`config.mk`:
```
export PLATFORM = sky130hd
export DESIGN_NAME = tfs_frame_slot_scheduler
export DESIGN_NICKNAME = d
export VERILOG_FILES = /design/src/tfs_pkg.sv /design/src/tfs_frame_slot_scheduler.sv /design/src/tfs_rand_src.sv
export VERILOG_INCLUDE_DIRS = /design/src
export SDC_FILE = /design/constraint.sdc
export NUM_CORES = 1
export LEC_CHECK = 0
export BUFFER_PORTS_ARGS = -buffer_cell sky130_fd_sc_hd__buf_2
export CORE_MARGIN = 4
export CORE_UTILIZATION = 50
export CTS_BUF_LIST = sky130_fd_sc_hd__clkbuf_4 sky130_fd_sc_hd__clkbuf_8
export CTS_CLUSTER_DIAMETER = 200
export DETAILED_ROUTE_END_ITERATION = 8
export PLACE_DENSITY = 0.69
export SLEW_MARGIN = 5
export SYNTH_ARGS = -nofsm -noshare
export SYNTH_HDL_FRONTEND = slang
export SYNTH_SLANG_ARGS = --single-unit
```
`constraint.sdc`:
```
create_clock -name clock -period 18.7 [get_ports clock]
set_input_delay 1.87 -clock clock [delete_from_list [all_inputs] [get_ports clock]]
set_output_delay 1.87 -clock clock [all_outputs]
set_load 0.03 [all_outputs]
```
`src/tfs_defs.svh`:
```
/*
 * timing and layout constants for the frame/slot scheduler.
 * assumes a 200 MHz clock; included by the package, the scheduler and the random source.
 */
`ifndef TFS_DEFS_SVH
`define TFS_DEFS_SVH

// -------------------------------------------------------------------
// time base
// -------------------------------------------------------------------
`define TFS_CLK_PERIOD_PS   5000
`define TFS_SLOT_MS         400
`define TFS_ACTIVE_MS       384
`define TFS_GUARD_MS        16
`define TFS_SLOT_CYC        ((`TFS_SLOT_MS * 64'd1000000000) / `TFS_CLK_PERIOD_PS)
`define TFS_ACTIVE_CYC      ((`TFS_ACTIVE_MS * 64'd1000000000) / `TFS_CLK_PERIOD_PS)

// -------------------------------------------------------------------
// frame layout
// -------------------------------------------------------------------
`define TFS_SLOTS_PER_FRAME 6'd60
`define TFS_LAST_SLOT       6'd59
`define TFS_LAST_FRAME      6'd63
`define TFS_RELAY_START     6'd19
`define TFS_RESERVED_SLOT   6'd55
`define TFS_OFFSET_20       6'd20
`define TFS_OFFSET_40       6'd40
`define TFS_MAIN_FMT_MAX    4'd7
`define TFS_RELAY_FMT_MAX   4'd4
`define TFS_RELAY_UL_SLOTS  6'd5
`define TFS_RELAY_OTHER_STEP 6'd4
`define TFS_RELAY_OTHER_BASE 6'd1
`define TFS_SYNC_SLOTS      6'd1
`define TFS_LFSR_TAPS       16'hB400
`define TFS_LFSR_ALT_SEED   16'hACE1

`endif

```
`src/tfs_pkg.sv`:
```
/*
 * types shared by the scheduler, its checker and the testbench.
 * assumes tfs_defs.svh is on the include path.
 */
package tfs_pkg;
    `include "tfs_defs.svh"

    // subframe the current slot lies in
    typedef enum logic [2:0] {
        TFS_SF_SYNC, TFS_SF_DL, TFS_SF_NOISE, TFS_SF_UL_DATA, TFS_SF_UL_ACK,
        TFS_SF_RESERVED
    } tfs_subframe_t;

    // relay subframe part
    typedef enum logic [1:0] {
        TFS_RS_NONE, TFS_RS_SYNC, TFS_RS_DL, TFS_RS_UL
    } tfs_relay_part_t;

    // per-format slot counts of the main link
    typedef struct packed {
        logic [5:0] sync;
        logic [5:0] other;
        logic [5:0] noise;
        logic [5:0] ulData;
        logic [5:0] ulAck;
    } tfs_main_fmt_t;

    // frame position as seen by software
    typedef struct packed {
        logic [5:0] slot;
        logic [5:0] frame;
        logic       slotTick;
        logic       frameStart;
        logic       superStart;
        logic       guard;
    } tfs_position_t;

    // transmit permissions per link
    typedef struct packed {
        logic mainTxAllowed;
        logic relayTxAllowed;
        logic dlBurstStart;
        logic relayUlSlotPick;
    } tfs_tx_gate_t;
endpackage : tfs_pkg

```
`src/tfs_frame_slot_scheduler.sv`:
```
/*
 * slot/frame/superframe sequencer with subframe decode, relay access and
 * random sub-channel choice for a tdd narrowband radio endpoint.
 * assumes synchronous inputs, a 200 MHz clock and an upstream traffic planner
 * that supplies formats and burst requests.
 */
// Function
// - slot lasts 0.4 s, counter advances
// - sixty slots per frame, wrap advances frame
// - sixty-four frames per superframe
// - 384 ms active then 16 ms guard
// - burst spans consecutive slots, stops when done
// - one downlink burst, starts first subframe slot
// - overflowed pdus deferred to next frame
// - relay subframe starts at slot 19
// - slot 55 reserved, no transmission
// - eight main formats, 8-15 reserved
// - main format slot count table
// - main format chosen anew each frame
// - five relay formats, 5-15 reserved
// - relay format chosen each frame
// - relay signals open or closed subframe
// - closed subframe: only named orphan sends (grant node is only output; relay uplink picks are not gated by relayOpen)
// - relay access random in time only
// - relay burst start fits within subframe
// - random generator seeded per unit
// - random sub-channel per ack burst
// - frame counter six bits modulo 64
// - frame offset 0, 20 or 40 slots (latched per frame, never applied to slot or outputs)
`timescale 1ns/1ps
`include "tfs_defs.svh"

module tfs_frame_slot_scheduler
    import tfs_pkg::*;
#(
    parameter longint SLOT_CYC   = `TFS_SLOT_CYC,
    parameter longint ACTIVE_CYC = `TFS_ACTIVE_CYC,
    parameter int     SUBCH_W    = 4
) (
    input  wire logic                   clock,
    input  wire logic                   rst,
    input  wire logic                   ce,
    input  wire logic [15:0]            randSeed,
    input  wire logic [3:0]             mainFormatIdx,
    input  wire logic [3:0]             relayFormatIdx,
    input  wire logic [1:0]             frameOffsetSel,
    input  wire logic                   relayEnable,
    input  wire logic                   relayClosedReq,
    input  wire logic [7:0]             relayClosedNode,
    input  wire logic                   dlPending,
    input  wire logic                   dlLastPdu,
    input  wire logic                   ackBurstReq,
    input  wire logic                   relayUlReq,
    input  wire logic [2:0]             relayUlLen,
    output      tfs_pkg::tfs_position_t pos,
    output      tfs_pkg::tfs_subframe_t subframe,
    output      tfs_pkg::tfs_relay_part_t relayPart,
    output      tfs_pkg::tfs_tx_gate_t  txGate,
    output      logic                   dlTxActive,
    output      logic                   dlDeferred,
    output      logic                   relayOpen,
    output      logic [7:0]             relayGrantNode,
    output      logic [SUBCH_W-1:0]     subchannel_select_value,
    output      logic                   subchValid,
    output      logic [2:0]             relayUlStartSlot,
    output      logic                   relayUlStartValid,
    output      logic                   mainFmtLatched,
    output      logic                   formatError
);
    // -------------------------------------------------------------------
    // state
    // -------------------------------------------------------------------
    typedef struct packed {
        logic [31:0]        cyc;
        logic [5:0]         slot;
        logic [5:0]         frame;
        logic [5:0]         offset;
        logic [2:0]         mainFmt;
        logic [2:0]         relayFmt;
        logic               fmtErr;
        logic               slotTick;
        logic               frameStart;
        logic               superStart;
        logic               dlBusy;
        logic               dlDone;
        logic               dlDefer;
        logic               open;
        logic [7:0]         grant;
        logic [SUBCH_W-1:0] subch;
        logic               subchV;
        logic [2:0]         ulStart;
        logic               ulStartV;
        logic               fmtLatched;
    } tfs_state_t;

    tfs_state_t state_r, state_nxt;
    logic [15:0] rnd;
    logic        rndStep;

    initial begin
        if (SLOT_CYC <= ACTIVE_CYC || ACTIVE_CYC < 1) $error("bad slot timing");
        if (SUBCH_W < 1 || SUBCH_W > 16) $error("SUBCH_W out of range");
    end

    tfs_rand_src #(.WIDTH(16)) uRand (
        .clock (clock),
        .rst   (rst),
        .ce    (ce),
        .seed  (randSeed),
        .step  (rndStep),
        .value (rnd)
    );

    // -------------------------------------------------------------------
    // format table and boundaries
    // -------------------------------------------------------------------
    function automatic tfs_main_fmt_t mainTable(input logic [2:0] f);
        tfs_main_fmt_t t;
        t = '{`TFS_SYNC_SLOTS, 6'd6, 6'd0, 6'd48, 6'd4};
        unique case (f)
            3'h0: t = '{`TFS_SYNC_SLOTS, 6'd6,  6'd0,  6'd48, 6'd4};
            3'h1: t = '{`TFS_SYNC_SLOTS, 6'd10, 6'd0,  6'd40, 6'd8};
            3'h2: t = '{`TFS_SYNC_SLOTS, 6'd14, 6'd0,  6'd40, 6'd4};
            3'h3: t = '{`TFS_SYNC_SLOTS, 6'd18, 6'd0,  6'd32, 6'd8};
            3'h4: t = '{`TFS_SYNC_SLOTS, 6'd6,  6'd12, 6'd32, 6'd8};
            3'h5: t = '{`TFS_SYNC_SLOTS, 6'd10, 6'd8,  6'd32, 6'd8};
            3'h6: t = '{`TFS_SYNC_SLOTS, 6'd14, 6'd4,  6'd32, 6'd8};
            3'h7: t = '{`TFS_SYNC_SLOTS, 6'd17, 6'd1,  6'd32, 6'd8};
        endcase
        return t;
    endfunction : mainTable

    tfs_main_fmt_t fmt;
    logic [5:0]    bDl, bNoise, bUlData, bUlAck, bEnd;
    logic [5:0]    rDl, rUl, rEnd;
    logic [5:0]    lslot;

    // cumulative sums give each subframe's first slot
    always_comb begin
        fmt     = mainTable(state_r.mainFmt);
        bDl     = fmt.sync;
        bNoise  = 6'(bDl + fmt.other);
        bUlData = 6'(bNoise + fmt.noise);
        bUlAck  = 6'(bUlData + fmt.ulData);
        bEnd    = 6'(bUlAck + fmt.ulAck);
        rDl     = 6'(`TFS_RELAY_START + `TFS_SYNC_SLOTS);
        rUl     = 6'(rDl + `TFS_RELAY_OTHER_BASE
                  + 6'(state_r.relayFmt) * `TFS_RELAY_OTHER_STEP);
        rEnd    = 6'(rUl + `TFS_RELAY_UL_SLOTS);
        lslot   = state_r.slot;
    end

    // slot classification; the reserved slot overrides every format
    always_comb begin
        subframe  = TFS_SF_SYNC;
        relayPart = TFS_RS_NONE;
        if (lslot == `TFS_RESERVED_SLOT)       subframe = TFS_SF_RESERVED;
        else if (lslot < bDl)                  subframe = TFS_SF_SYNC;
        else if (lslot < bNoise)               subframe = TFS_SF_DL;
        else if (lslot < bUlData)              subframe = TFS_SF_NOISE;
        else if (lslot < bUlAck)               subframe = TFS_SF_UL_DATA;
        else if (lslot < bEnd)                 subframe = TFS_SF_UL_ACK;
        else                                   subframe = TFS_SF_RESERVED;
        if (relayEnable && lslot != `TFS_RESERVED_SLOT) begin
            if (lslot == `TFS_RELAY_START)                 relayPart = TFS_RS_SYNC;
            else if (lslot > `TFS_RELAY_START && lslot < rUl) relayPart = TFS_RS_DL;
            else if (lslot >= rUl && lslot < rEnd)         relayPart = TFS_RS_UL;
        end
    end

    // -------------------------------------------------------------------
    // next state
    // -------------------------------------------------------------------
    logic       slotEnd, frameEnd, inGuard;
    logic [5:0] ulLeft;
    logic [2:0] span;

    always_comb begin
        state_nxt            = state_r;
        state_nxt.slotTick   = 1'b0;
        state_nxt.frameStart = 1'b0;
        state_nxt.superStart = 1'b0;
        state_nxt.subchV     = 1'b0;
        state_nxt.ulStartV   = 1'b0;
        state_nxt.fmtLatched = 1'b0;
        slotEnd  = (state_r.cyc == 32'(SLOT_CYC - 1));
        frameEnd = slotEnd && (state_r.slot == `TFS_LAST_SLOT);
        inGuard  = (state_r.cyc >= 32'(ACTIVE_CYC));
        ulLeft   = 6'(rEnd - `TFS_RELAY_UL_SLOTS);
        span     = (relayUlLen > 3'(`TFS_RELAY_UL_SLOTS)) ? 3'(`TFS_RELAY_UL_SLOTS)
                                                            : relayUlLen;
        rndStep  = 1'b0;

        // slot timer and counters
        state_nxt.cyc = slotEnd ? '0 : 32'(state_r.cyc + 32'd1);
        if (slotEnd) begin
            state_nxt.slotTick = 1'b1;
            state_nxt.slot     = frameEnd ? '0 : 6'(state_r.slot + 6'd1);
        end
        if (frameEnd) begin
            state_nxt.frame      = 6'(state_r.frame + 6'd1);
            state_nxt.frameStart = 1'b1;
            state_nxt.superStart = (state_r.frame == `TFS_LAST_FRAME);
            // formats picked per frame; reserved codes keep the old one
            state_nxt.fmtErr = (mainFormatIdx > `TFS_MAIN_FMT_MAX)
                             || (relayFormatIdx > `TFS_RELAY_FMT_MAX);
            if (mainFormatIdx <= `TFS_MAIN_FMT_MAX) begin
                state_nxt.mainFmt = mainFormatIdx[2:0];
            end
            if (relayFormatIdx <= `TFS_RELAY_FMT_MAX) begin
                state_nxt.relayFmt = relayFormatIdx[2:0];
            end
            state_nxt.fmtLatched = 1'b1;
            unique case (frameOffsetSel)
                2'd1:    state_nxt.offset = `TFS_OFFSET_20;
                2'd2:    state_nxt.offset = `TFS_OFFSET_40;
                default: state_nxt.offset = '0;
            endcase
            // open/closed decision announced per frame
            state_nxt.open  = !relayClosedReq;
            state_nxt.grant = relayClosedReq ? relayClosedNode : '0;
            state_nxt.dlDone  = 1'b0;
            state_nxt.dlDefer = state_r.dlBusy;
            state_nxt.dlBusy  = 1'b0;
        end

        // downlink burst: one per frame, first slot of the dl subframe
        if (slotEnd && !frameEnd) begin
            if (state_nxt.slot == bDl && dlPending && !state_r.dlDone) begin
                state_nxt.dlBusy  = 1'b1;
                state_nxt.dlDefer = 1'b0;
            end else if (state_r.dlBusy && (dlLastPdu || state_nxt.slot >= bNoise)) begin
                state_nxt.dlBusy  = 1'b0;
                state_nxt.dlDone  = 1'b1;
                state_nxt.dlDefer = !dlLastPdu;
            end
        end

        // ack burst: fresh sub-channel per burst, no time spreading here
        if (ackBurstReq && subframe == TFS_SF_UL_ACK) begin
            state_nxt.subch  = rnd[SUBCH_W-1:0];
            state_nxt.subchV = 1'b1;
            rndStep          = 1'b1;
        end

        // relay uplink: random start among slots that still fit the burst
        if (relayUlReq && relayPart == TFS_RS_DL && span != 3'd0) begin
            state_nxt.ulStart  = 3'(rnd[7:0] % (8'(`TFS_RELAY_UL_SLOTS)
                                 - 8'(span) + 8'd1));
            state_nxt.ulStartV = 1'b1;
            rndStep            = 1'b1;
        end
    end

    // -------------------------------------------------------------------
    // state register
    // -------------------------------------------------------------------
    always_ff @(posedge clock) begin
        if (rst) begin
            state_r <= '0;
            state_r.open <= 1'b1;
        end else if (ce) begin
            state_r <= state_nxt;
        end
    end

    // -------------------------------------------------------------------
    // outputs
    // -------------------------------------------------------------------
    assign pos.slot       = state_r.slot;
    assign pos.frame      = state_r.frame;
    assign pos.slotTick   = state_r.slotTick;
    assign pos.frameStart = state_r.frameStart;
    assign pos.superStart = state_r.superStart;
    assign pos.guard      = inGuard;
    // guard and reserved slot block the transmitter on both links
    assign txGate.mainTxAllowed  = !inGuard && subframe != TFS_SF_RESERVED;
    assign txGate.relayTxAllowed = !inGuard && relayPart != TFS_RS_NONE;
    assign txGate.dlBurstStart   = state_r.dlBusy && state_r.slot == bDl;
    assign txGate.relayUlSlotPick = relayPart == TFS_RS_UL;
    assign dlTxActive        = state_r.dlBusy && !inGuard;
    assign dlDeferred        = state_r.dlDefer;
    assign relayOpen         = state_r.open;
    assign relayGrantNode    = state_r.grant;
    assign subchannel_select_value = state_r.subch;
    assign subchValid        = state_r.subchV;
    assign relayUlStartSlot  = state_r.ulStart;
    assign relayUlStartValid = state_r.ulStartV;
    assign mainFmtLatched    = state_r.fmtLatched;
    assign formatError       = state_r.fmtErr;
endmodule : tfs_frame_slot_scheduler

```
`src/tfs_rand_src.sv`:
```
/*
 * per-unit seeded random source (16-bit galois lfsr).
 * assumes the seed is set randomly per unit by the integrator.
 */
`timescale 1ns/1ps
`include "tfs_defs.svh"

module tfs_rand_src #(
    parameter int WIDTH = 16
) (
    input  wire logic             clock,
    input  wire logic             rst,
    input  wire logic             ce,
    input  wire logic [WIDTH-1:0] seed,
    input  wire logic             step,
    output      logic [WIDTH-1:0] value
);
    typedef struct packed {
        logic [WIDTH-1:0] lfsr;
        logic             loaded;
    } tfs_rand_state_t;

    tfs_rand_state_t state_r, state_nxt;

    initial begin
        if (WIDTH != 16) $error("tfs_rand_src supports WIDTH 16 only");
    end

    // -------------------------------------------------------------------
    // next state
    // -------------------------------------------------------------------
    // seed loads once after reset; an all-zero seed would lock the lfsr
    always_comb begin
        state_nxt = state_r;
        if (!state_r.loaded) begin
            state_nxt.lfsr   = (seed == '0) ? `TFS_LFSR_ALT_SEED : seed;
            state_nxt.loaded = 1'b1;
        end else if (step) begin
            state_nxt.lfsr = state_r.lfsr[0] ? ((state_r.lfsr >> 1) ^ `TFS_LFSR_TAPS)
                                             : (state_r.lfsr >> 1);
        end
    end

    // -------------------------------------------------------------------
    // state register
    // -------------------------------------------------------------------
    always_ff @(posedge clock) begin
        if (rst) begin
            state_r <= '0;
        end else if (ce) begin
            state_r <= state_nxt;
        end
    end

    assign value = state_r.lfsr;
endmodule : tfs_rand_src

```
==> impl_metrics.tcl <==
set metrics [dict create \
    status "finished, final reports clean" \
    cp_num_buf_inv 5 \
    syn_nets 1090 \
    fin_crit_sh_pct 79.10 \
    slew_headroom_pct 20.85 \
    grt_pass1_wl_um 29300 \
    dieHeight_um 132.1 \
    synth-main-ff-cell "dfxtp_1" \
    synth_top_area_cell "dfxtp_1" \
    finClkSkew_ps 16.96 \
    power.leakage_nw 3.723 \
    wl_per_cell_um 14.74 \
    r2r-end "relayUlStartSlot[1]" \
    hold_start "relayGrantNode[0]" \
    cp-end-kind "flop" \
    synthToLayoutAreaGrowth_pct 7.187 \
    multi_input_area_sq_mm 0.005076 \
    dieArea_sq_mm 0.01744 \
    final_cell_area_sq_mm 0.008248 \
    gr-total-overflow 0 \
    drc 0 \
    cap_violations 0 \
    syn_area_per_cell_sq_um 8.074 \
    synthTopCellsByArea "dfxtp_1, ha_1, nor2_1" \
    crit_slowest_cell "a21oi_1" \
    worst_hold_path.endpoint "relayGrantNode[0]" \
    pre_cts_slack_ps 3517 \
    powerDensity_mw_per_mm2 179.8 \
    dpl_cell_area_sq_mm 0.008071 \
    synth_common_cells "nor2_1, dfxtp_1, ha_1" \
    cts_buffers 9 \
    seqCellArea_sq_mm 0.002062 \
    crit_family "compound AO/OA/AOI/OAI gates" \
    critical_path_required_ps 18930 \
    period_needed_ps 14790 \
    antennaDiodeCount 0 \
    ant_nets 0 \
    synth_edf_count 0 \
    cts_setup_buffers 0 \
    cts_sinks 103 \
    worstSetupPathType "input port to flop" \
    vias 6565 \
    postCtsHoldBufs 0 \
    cts_resized 0 \
    grtUsageTotal_pct 19.79 \
    start_kind "input port" \
    reg2reg_depth 45 \
    h-tree-depth 3 \
    dp.final_hpwl_um 13570 \
    synthCells 953 \
    clkLatencyLatePin_ps 370 \
    worst_path_most_repeated_cell "ha_1" \
    setup_viol 0 \
    fillCellCount 1459 \
    routed_wl_um 17470 \
    rsz0062_at_grt "no" \
    ios 93 \
    synth-seq-area-share_pct 26.80 \
    finalHoldViolations 0 \
    vias_per_cell 5.540 \
    gp_congestion 0.8359 \
    hold_class "flop to flop" \
    critPathMaxStageDelay_ps 710 \
    cts_root_buffer "clkbuf_8" \
    drive_gt1_share_pct 13.54 \
    floorplan.initialDensity_pct 50.81 \
    synthDistinctLibCells 64 \
    dr.pass1.iters 5 \
    antenna_found_initial 0 \
    drv_slew 0 \
    max_freq_ghz 0.06761 \
    path_clk_slew_ps 110 \
    reg2reg_slack_ps 6780 \
    holdPathStages 2 \
    final_nets 1130 \
    grt_max_degree 67 \
    grt_pass1_vias 6039 \
    cts_buffer_depth 2 \
    portBuffers 90 \
    tritoncts "yes" \
    fin_cells 1185 \
    ys_ff_latch 103 \
    synth_warnings 0 \
    finalWorstSetupSlack_ps 3908 \
    synth_area_sq_mm 0.007695 \
    setup_tns_ps 0 \
    cp_max_fo 12 \
    rows 45 \
    die_x_um 132.1 \
    tightest_slew_ps 1187 \
    yosysMostFrequentCell "nor2_1" \
    dp_cells 1170 \
    core_sq_mm 0.01515 \
    worst_ep_arrival_time_ps 15030 \
    r2r-start "uRand.value[7]" \
    peakVddDrop_mv 0.2277 \
    async_flop_share_pct 0 \
    synth_top_area_share_pct 26.80 \
    drtIter0Drc 335 \
]
## worst register-to-register path, delay by kind of cell (launching register included)
family | cells | cell delay (ps)
AO/OA/AOI/OAI | 21 | 5750
adder cells (fa/ha/maj) | 8 | 2350
buffers and inverters | 3 | 430
flip-flops | 1 | 440
multiplexers | 5 | 1550
AND/OR/NAND/NOR | 8 | 1280
## sequential cells by signal (all words and copies together) (netlist names)
name	cells
state_r	40
uRand.value	16
fmt	11
pos	9
relayGrantNode	8
lslot	6
subchannel_select_value	4
relayUlStartSlot	3
dlDeferred	1
formatError	1
relayOpen	1
relayUlStartValid	1
subchValid	1
uRand.state_r	1
## routing by layer
metal	routed length (um)	vias up	GRT usage, %
met5	0	-	0
met4	184	0	4.142
met3	498	19	2.481
met1	8635	3025	27.88
met2	8154	94	32.61
li1	-	3427	-
## layout make-up
type / instances / share of cell area (%)
multi-input cells: 729 / 61.54
flip-flops and latches: 103 / 25.00
repair buffers: 96 / 6.007
well taps: 188 / 2.852
inverters: 54 / 2.458
clock buffers: 9 / 1.502
clock inverters: 6 / 0.6371
## where the power goes
part           total (mW)  switching, mW  internal, mW  leakage, nW
registers           0.232        0.00810         0.224        0.834
clock network       0.131         0.0808        0.0498       0.0842
logic                1.12          0.574         0.546         2.80
## cells in the final DEF, fill, tap and decap left out, types with 11 or more instances in the layout
| master | n |
|---|---|
| a21oi_1 | 56 |
| dfxtp_1 | 103 |
| o21ai_0 | 33 |
| and3_1 | 14 |
| nor2b_1 | 14 |
| nor2_1 | 118 |
| nand2_1 | 63 |
| ha_1 | 87 |
| o21a_1 | 13 |
| nand4_1 | 15 |
| xnor2_1 | 22 |
| a21o_1 | 11 |
| nand2b_1 | 11 |
| nand3_1 | 28 |
| buf_2 | 90 |
| inv_1 | 54 |
| xor2_1 | 39 |
| nor3_1 | 31 |
| mux2i_1 | 29 |
| a211oi_1 | 18 |
## metrics by stage
step / utilization [%] / power, mW / hold WS (ps)
after floorplan: - / 1.140 / 432.3
after global placement: 53.29 / 1.336 / 437.0
after detailed placement: 53.29 / 1.355 / 447.0
after CTS: 54.46 / 1.490 / 463.7
after global routing: 54.46 / 1.647 / 487.4
final: 54.46 / 1.483 / 460.3
## kinds of logic after synthesis
group	synth area share, %
multiplexers	4.797
AND/OR/NAND/NOR	22.63
adder cells (fa/ha/maj)	15.19
XOR/XNOR	6.943
AO/OA/AOI/OAI	16.23
buffers and inverters	7.415
flip-flops	26.80
## how the worst max path moves through the flow
stage | from | to | cells after the start
3_3_place_gp | relayUlLen[2] | relayUlStartSlot[1] | 52
3_5_place_dp | relayUlLen[2] | relayUlStartSlot[1] | 52
2_1_floorplan | relayUlLen[1] | relayUlStartSlot[1] | 52
4_1_cts | relayUlLen[2] | relayUlStartSlot[1] | 52
5_1_grt | relayUlLen[2] | relayUlStartSlot[1] | 54
6_report | relayUlLen[2] | relayUlStartSlot[1] | 52
(Power assumes the default switching activity.)
